`config.mk`:
```
export PLATFORM = sky130hd
export DESIGN_NAME = imd_datapath
export DESIGN_NICKNAME = d
export VERILOG_FILES = /design/src/hw/imd_pkg.sv /design/src/hw/imd_stage_if.sv /design/src/hw/imd_datapath.sv /design/src/hw/imd_halfband.sv
export VERILOG_INCLUDE_DIRS = /design/src /design/src/hw
export SDC_FILE = /design/constraint.sdc
export NUM_CORES = 2
export LEC_CHECK = 0
export ABC_AREA = 1
export BUFFER_PORTS_ARGS = -buffer_cell sky130_fd_sc_hd__buf_4
export CAP_MARGIN = 20
export CORE_MARGIN = 2
export CORE_UTILIZATION = 55
export DETAILED_ROUTE_END_ITERATION = 8
export PLACE_DENSITY = 0.75
export SETUP_SLACK_MARGIN = 0.15
export SLEW_MARGIN = 20
export SYNTH_ARGS = -nofsm -noshare
export SYNTH_HDL_FRONTEND = slang
export SYNTH_SLANG_ARGS = --single-unit
export TNS_END_PERCENT = 10
```
`constraint.sdc`:
```
create_clock -name clk -period 21 [get_ports clk]
set_input_delay 1.05 -clock clk [delete_from_list [all_inputs] [get_ports clk]]
set_output_delay 1.05 -clock clk [all_outputs]
set_load 0.01 [all_outputs]
```
`src/hw/imd_map.svh`:
```
// Register offsets, field positions, reset values and fixed-point constants of the datapath.
`ifndef IMD_MAP_SVH
`define IMD_MAP_SVH

`define IMD_W          16
`define IMD_CTRL_ADDR  5'h01
`define IMD_CTRL_RESET 8'h00
`define IMD_INTERP_HI  7
`define IMD_INTERP_LO  6
`define IMD_MOD_HI     5
`define IMD_MOD_LO     4
`define IMD_STUFF_BIT  3
`define IMD_CPLX_BIT   2
`define IMD_NEG_BIT    1
`define IMD_MIDSCALE   16'h8000
`define IMD_COEF_ONE   18'sh0_8000
`define IMD_COEF_R707  18'sh0_5A82
`define IMD_FRAC_BITS  15

`endif

```
`src/hw/imd_pkg.sv`:
```
// Types shared by the interpolation and modulation datapath.
package imd_pkg;
`include "imd_map.svh"

    typedef enum logic [1:0] {IMD_INTERP_OFF, IMD_INTERP_X2, IMD_INTERP_X4, IMD_INTERP_X8} imd_interp_t;
    typedef enum logic [1:0] {IMD_MOD_OFF, IMD_MOD_DIV2, IMD_MOD_DIV4, IMD_MOD_DIV8} imd_mod_t;

    typedef logic signed [`IMD_W-1:0] imd_smp_t;
    typedef logic signed [17:0]       imd_coef_t;

    // Whole state of the top module.
    typedef struct packed {
        logic [7:0]  ctrl;
        logic [3:0]  cnt;
        logic [2:0]  ph;
        imd_smp_t    xi;
        imd_smp_t    xq;
        logic [15:0] dac_i;
        logic [15:0] dac_q;
        logic [7:0]  rdata;
    } imd_top_t;

    // Whole state of one half-band stage.
    typedef struct packed {
        imd_smp_t d0;
        imd_smp_t d1;
        imd_smp_t d2;
        imd_smp_t d3;
        logic     odd;
        imd_smp_t y;
    } imd_hb_t;
endpackage : imd_pkg

```
`src/hw/imd_stage_if.sv`:
```
// Strobes and samples between the rate controller and one half-band stage.
`timescale 1ns/1ps
`default_nettype none
interface imd_stage_if;
    import imd_pkg::*;
    logic     in_stb;
    logic     out_stb;
    imd_smp_t in_data;
    imd_smp_t out_data;
    modport stage (input in_stb, input out_stb, input in_data, output out_data);
    modport ctrl  (output in_stb, output out_stb, output in_data, input out_data);
endinterface : imd_stage_if
`default_nettype wire
```
`src/hw/imd_datapath.sv`:
```
// Dual-channel interpolation, modulation and zero-stuffing datapath in front of the converters.
// Behaviour
// - I and Q each have three half-band stages.
// - Control bits 7:6 select off, 2x, 4x, 8x.
// - Control bits 5:4 select modulation, any interpolation.
// - fDAC/2 carrier is +1, -1 repeating.
// - fDAC/4 carrier is 0, +1, 0, -1.
// - fDAC/8 carrier is the eight-term 0.707 sequence.
// - Filters come before the modulator.
// - Quarter and eighth rate carriers peak at unity; outputs are not scaled.
// - Control bit 3 enables zero stuffing.
// - Stuffing doubles rate, inserts midscale after samples.
// - Stuffing sits after the modulator, before converters.
// - Control bit 2 couples modulators into complex at fDAC/4 and fDAC/8 only.
// - Complex carrier sign is software selectable.
// - Complex products of I, Q go out both channels.
// - Control bit 1 selects exponential sign.
// - Output rate is input rate times interpolation, stuffing.
`timescale 1ns/1ps
`default_nettype none
module imd_datapath import imd_pkg::*; #(
    parameter int W = `IMD_W
) (
    input  wire logic        clk,
    input  wire logic        reset,
    input  wire logic        reg_wr,
    input  wire logic        reg_rd,
    input  wire logic [4:0]  reg_addr,
    input  wire logic [7:0]  reg_wdata,
    output logic      [7:0]  reg_rdata,
    input  wire logic        in_valid,
    input  wire logic [15:0] in_i,
    input  wire logic [15:0] in_q,
    output logic             in_ready,
    output logic      [15:0] dac_i,
    output logic      [15:0] dac_q
);
    imd_top_t    s;
    imd_top_t    next_s;
    imd_interp_t interp;
    imd_mod_t    mode;
    logic        stuff;
    logic        cplx;
    logic        restart;
    logic        tick;
    logic [2:0]  t;
    logic [3:0]  rate;
    logic [3:0]  last;
    imd_coef_t   car_cos;
    imd_coef_t   car_sin;
    imd_smp_t    chain_i;
    imd_smp_t    chain_q;
    imd_smp_t    mix_i;
    imd_smp_t    mix_q;
    imd_smp_t    stage_out [2][3];

    // Carrier term for a modulation rate at a phase index.
    function automatic imd_coef_t carrier(input imd_mod_t m, input logic [2:0] idx);
        imd_coef_t c;
        c = `IMD_COEF_ONE;
        unique case (m)
            IMD_MOD_OFF:  c = `IMD_COEF_ONE;
            IMD_MOD_DIV2: c = idx[0] ? -`IMD_COEF_ONE : `IMD_COEF_ONE;
            IMD_MOD_DIV4: c = idx[0] ? (idx[1] ? -`IMD_COEF_ONE : `IMD_COEF_ONE) : '0;
            IMD_MOD_DIV8: begin
                unique case (idx)
                    3'd0, 3'd4: c = '0;
                    3'd1, 3'd3: c = `IMD_COEF_R707;
                    3'd2:       c = `IMD_COEF_ONE;
                    3'd5, 3'd7: c = -`IMD_COEF_R707;
                    3'd6:       c = -`IMD_COEF_ONE;
                endcase
            end
        endcase
        return c;
    endfunction : carrier

    // Sum of two Q15 products, rescaled and clipped to the sample range.
    function automatic imd_smp_t mix(input imd_smp_t a, input imd_coef_t ca,
                                     input imd_smp_t b, input imd_coef_t cb);
        logic signed [35:0] p;
        p = 36'(a) * 36'(ca) + 36'(b) * 36'(cb);
        // Round toward zero so a negated carrier gives an exactly negated sample.
        if (p < 36'sd0) begin
            p = p + 36'sd32767;
        end
        p = p >>> `IMD_FRAC_BITS;
        if (p > 36'sd32767) begin
            return 16'sh7FFF;
        end else if (p < -36'sd32768) begin
            return 16'sh8000;
        end
        return p[15:0];
    endfunction : mix

    // Mode decode from the control register.
    always_comb begin
        interp  = imd_interp_t'(s.ctrl[`IMD_INTERP_HI:`IMD_INTERP_LO]);
        mode    = imd_mod_t'(s.ctrl[`IMD_MOD_HI:`IMD_MOD_LO]);
        stuff   = s.ctrl[`IMD_STUFF_BIT];
        cplx    = s.ctrl[`IMD_CPLX_BIT] && (mode == IMD_MOD_DIV4 || mode == IMD_MOD_DIV8);
        restart = reg_wr && reg_addr == `IMD_CTRL_ADDR;
        rate    = 4'd1 << interp;
        last    = stuff ? 4'((rate << 1) - 4'd1) : 4'(rate - 4'd1);
        tick    = !stuff || !s.cnt[0];
        t       = stuff ? s.cnt[3:1] : s.cnt[2:0];
    end

    // One input pair per rate-counter period; held low while software rewrites the mode.
    assign in_ready = tick && t == 3'd0 && !restart;

    // Three cascaded stages per channel, each strobed at its own rate.
    for (genvar c = 0; c < 2; c++) begin : g_chan
        for (genvar st = 0; st < 3; st++) begin : g_stage
            imd_stage_if sif ();
            logic [3:0] in_mask;
            logic [3:0] out_mask;
            assign in_mask  = 4'((rate >> st) - 4'd1);
            assign out_mask = 4'((rate >> (st + 1)) - 4'd1);
            assign sif.in_stb  = st < int'(interp) && tick && !restart &&
                                 ({1'b0, t} & in_mask) == (4'(st % 2) & in_mask);
            assign sif.out_stb = st < int'(interp) && tick && !restart &&
                                 ({1'b0, t} & out_mask) == (4'(st % 2) & out_mask);
            if (st == 0) begin : g_first
                assign sif.in_data = (c == 0) ? s.xi : s.xq;
            end else begin : g_next
                assign sif.in_data = stage_out[c][st-1];
            end
            assign stage_out[c][st] = sif.out_data;
            imd_halfband u_hb (
                .clk   (clk),
                .reset (reset),
                .sif   (sif.stage)
            );
        end
    end

    // Filtered samples feed the modulator, or raw input when interpolation is off.
    always_comb begin
        chain_i = s.xi;
        chain_q = s.xq;
        if (interp != IMD_INTERP_OFF) begin
            chain_i = stage_out[0][int'(interp)-1];
            chain_q = stage_out[1][int'(interp)-1];
        end
    end

    // Real mode scales both paths by one carrier; complex mode rotates I+jQ.
    always_comb begin
        car_cos = carrier(mode, s.ph);
        car_sin = '0;
        if (cplx) begin
            car_cos = carrier(mode, mode == IMD_MOD_DIV8 ? 3'(s.ph + 3'd2) : 3'(s.ph + 3'd1));
            car_sin = s.ctrl[`IMD_NEG_BIT] ? -carrier(mode, s.ph) : carrier(mode, s.ph);
        end
        mix_i = mix(chain_i, car_cos, chain_q, -car_sin);
        mix_q = mix(chain_i, car_sin, chain_q, car_cos);
    end

    // Next-state logic: registers, rate counter, carrier phase, input capture, output.
    always_comb begin
        next_s       = s;
        next_s.rdata = s.rdata;
        if (reg_rd) begin
            next_s.rdata = (reg_addr == `IMD_CTRL_ADDR) ? s.ctrl : 8'h00;
        end
        if (restart) begin
            next_s.ctrl = reg_wdata;
            next_s.cnt  = '0;
            next_s.ph   = '0;
        end else begin
            next_s.cnt = (s.cnt == last) ? 4'd0 : 4'(s.cnt + 4'd1);
            if (tick) begin
                next_s.ph = 3'(s.ph + 3'd1);
            end
        end
        if (in_ready) begin
            next_s.xi = in_valid ? in_i : '0;
            next_s.xq = in_valid ? in_q : '0;
        end
        if (tick) begin
            next_s.dac_i = mix_i ^ `IMD_MIDSCALE;
            next_s.dac_q = mix_q ^ `IMD_MIDSCALE;
        end else begin
            next_s.dac_i = `IMD_MIDSCALE;
            next_s.dac_q = `IMD_MIDSCALE;
        end
    end

    // State register.
    always_ff @(posedge clk or posedge reset) begin
        if (reset) begin
            s      <= '0;
            s.ctrl <= `IMD_CTRL_RESET;
        end else begin
            s <= next_s;
        end
    end

    assign reg_rdata = s.rdata;
    assign dac_i     = s.dac_i;
    assign dac_q     = s.dac_q;
endmodule : imd_datapath
`default_nettype wire

```
`src/hw/imd_halfband.sv`:
```
// One 2x half-band interpolation stage with a four-sample delay line.
`timescale 1ns/1ps
`default_nettype none
module imd_halfband import imd_pkg::*; (
    input wire logic   clk,
    input wire logic   reset,
    imd_stage_if.stage sif
);
    imd_hb_t           s;
    imd_hb_t           next_s;
    logic signed [21:0] acc;

    // Shift on a new input, then emit the center tap or the interpolated midpoint.
    always_comb begin
        next_s = s;
        acc    = '0;
        if (sif.in_stb) begin
            next_s.d0  = sif.in_data;
            next_s.d1  = s.d0;
            next_s.d2  = s.d1;
            next_s.d3  = s.d2;
            next_s.odd = 1'b0;
        end
        // Taps -1, 9, 9, -1 over 16 give unity gain at the midpoint.
        acc = 22'(9 * (22'(next_s.d1) + 22'(next_s.d2))) - 22'(next_s.d0) - 22'(next_s.d3);
        acc = acc >>> 4;
        if (sif.out_stb) begin
            if (!next_s.odd) begin
                next_s.y = next_s.d2;
            end else if (acc > 22'sd32767) begin
                next_s.y = 16'sh7FFF;
            end else if (acc < -22'sd32768) begin
                next_s.y = 16'sh8000;
            end else begin
                next_s.y = acc[15:0];
            end
            next_s.odd = ~next_s.odd;
        end
    end

    // State register.
    always_ff @(posedge clk or posedge reset) begin
        if (reset) begin
            s <= '0;
        end else begin
            s <= next_s;
        end
    end

    assign sif.out_data = s.y;
endmodule : imd_halfband
`default_nettype wire

```
==> metrics <==
count leader, synth=inv_1; crit-path max cell delay=1.17 ns; Die Y=392.7 um; endpoints failing hold=0; top cell type by total area after synthesis=fa_1; crit path DAT=13.13 ns; chip width=392.7 um; adder-cell share of the synthesized area=0.4370; top cells by area, synth=fa_1 32%, dfrtp_1 17%, ha_1 12%; CTS clk-pin slew, worst paths=0.06 ns; number of global-route vias before repair=67920; status=finished, final reports clean; Die ar.=154200 um2; syn_nets=12160; initial antenna violation count=7; Yosys top cell area share=0.3168; grt ovf=0; first drt pass iteration count=7; unrepaired setup endpoints after global routing=false; core area=150000 um2; final instance area=88060 um2; CP max stage cell=clkinv_1; Detailed Place HPWL=195000 um; register area share after synthesis=0.1726; nets=12110; Post-CTS Repair Setup Buffers=0; #FFs+latches synth=573; cts hold-fix bufs=0; CTS Sinks=573; Req. time, crit path=21.56 ns; Setup crit start kind=flip-flop; crit-path max FO=51; number of synthesis warnings=0; largest family of logic cells by synthesized area=adder cells; largest net degree at the start of global routing=177; Starting Density=0.5541; post-synthesis mux area share=0.0003614; final WL=234700 um; post-route antenna net violation count=0; Skew-Pair Late Insertion Delay=0.69 ns; crit path kind=flip-flop to flip-flop; fraction of layout cells with a size suffix above 1=0.05400; DR DRC count=0; XOR/XNOR Fraction of Synth Area=0.02572; post-synth cell types=65; setup TNS=0 ns; I/O pin total=91; Syn Inst Count=9995; syn avg cell area=8.313 um2; CTS tree=yes; max-cap violations=0; Setup violations, final=0; WL/cell=19.52 um; Post-synth top cells=2357 x inv_1, 1834 x nand2_1, 1315 x fa_1, 798 x ha_1, 596 x o21ai_0; Clock Skews=0.05036 ns; crit path capture type=flip-flop; total track usage=0.3164; Critical Path Most Common Cell=fa_1; Synth Area in Compound Gates=0.08087; FP Rows=142; via count=65460; HP Class=primary input to async pin; slew of the pin with the lowest slew margin=1.142 ns; fin crit share=0.5984; DP Area=85650 um2; f_max=0.07958 GHz; P&R area growth vs syn=5.992%; EDFF count, synth=0; fin crit period=12.57 ns; number of buffers added on ports=90; vias per cell=5.445; 1st-iter DRT viols=5380; Root Driver=clkbuf_16; Syn Std Cell Area=83080 um2; htree depth=3; GPL Wtd Cong=0.9956; TritonCTS Buffers=69; deepest clock path buffer count=3; pins over their slew limit=0; Top FF cell, synth=dfrtp_1; Resized cells post-CTS=0; max_slew headroom=0.2337; first-pass GRT wire length=375500 um; async set or reset register ratio after synthesis=1.000; Synth Area in Simple Gates=0.1602
## layout by cell type (no fill, tap or decap), drive strengths merged, types with 5 or more instances in the layout
cell type and n:
buf 162, ha 798, o2111ai 6, xor2 173, o22ai 8, o31ai 28
and2 9, xnor2 71, nor3 58, nor4 22, o21a 7, nand4 74
nand2 1850, a221oi 15, diode 7, a211oi 8, o211ai 42, o21ai 623
nand3 355, a21o 22, dfrtp 573, clkinvlp 5, or2 163, clkbuf 96
nand3b 12, fa 1315, a31oi 27, inv 2381, nor2 620, clkinv 30
o21bai 37, a21oi 384
## cell type report
cell class / instances / area [um2]
fillers: 13390 / 61890
multi-input cells: 6750 / 58590
flip-flops and latches: 573 / 14340
inverters: 2391 / 8987
well taps: 2016 / 2522
clock buffers: 94 / 1992
repair buffers: 164 / 1289
clock inverters: 28 / 324.1
diodes: 7 / 17.52
## critical path: cells and delay by family, from the launching register on
family	cells	cell delay [ns]
AOI/OAI and AO/OA	5	1.36
adders and majority gates	10	5.00
buffers and inverters	9	2.15
DFF	1	0.92
and+or+nand+nor	15	2.98
## per-stage QoR
step | hold WS [ns] | cells | setup WS, ns | utilization
after detailed placement | 0.4668 | 11890 | 8.781 | 0.5712
after global placement | 0.4644 | 11890 | 8.315 | 0.5712
final | 0.4857 | 12020 | 8.435 | 0.5873
after global routing | 0.5037 | 12020 | 7.757 | 0.5872
after floorplan | 0.4491 | 9995 | 3.921 | -
after CTS | 0.4781 | 12010 | 8.733 | 0.5867
## kinds of logic after synthesis
family	count (synthesis)
AND/OR/NAND/NOR	3166
buffers and inverters	2672
adder cells (fa/ha/maj)	2113
AO/OA/AOI/OAI	1224
flip-flops	573
XOR/XNOR	244
multiplexers	3
## metal layers
layer | global-route usage | up-vias | part of all wire | wire (um)
met3 | 0.07480 | 479 | 0.097 | 22700
li1 | - | 30330 | - | -
met2 | 0.4873 | 2434 | 0.44 | 103900
met4 | 0.1145 | 4 | 0.038 | 8939
met1 | 0.4368 | 32220 | 0.42 | 99100
met5 | 0 | - | 0.00013 | 30
## worst paths after layout
kind / startpoint / slack (ns) / depth (start not counted) / end
min reg2reg: g_chan[1].g_stage[2].u_hb.sif.out_data[1]$_DFFE_PP0P_ / 0.49 / 2 / g_chan[1].g_stage[2].u_hb.sif.out_data[1]$_DFFE_PP0P_
min in group clk: g_chan[1].g_stage[2].u_hb.sif.out_data[1]$_DFFE_PP0P_ / 0.49 / 2 / g_chan[1].g_stage[2].u_hb.sif.out_data[1]$_DFFE_PP0P_
max in group asynchronous: reset / 18.10 / 4 / dac_q[2]$_DFF_PP0_
min: reset / 0.49 / 2 / g_chan[1].g_stage[0].sif.in_data[6]$_DFFE_PP0P_
max reg2reg: interp[0]$_DFFE_PP0P_ / 8.43 / 39 / dac_q[4]$_DFF_PP0_
max: interp[0]$_DFFE_PP0P_ / 8.43 / 39 / dac_q[4]$_DFF_PP0_
## flip-flops by register name, summed over array words and instances, names as in the netlist
name,cells
dac_i,16
g_chan.g_stage.sif.in_data,32
dac_q,16
g_chan.g_stage.u_hb.s,390
g_chan.g_stage.u_hb.sif.out_data,96
mode,2
reg_rdata,8
interp,2
s,11
Power is left out: the tool's default activity adds up to more than one toggle a clock period on the data nets, which glitch-free logic cannot reach.
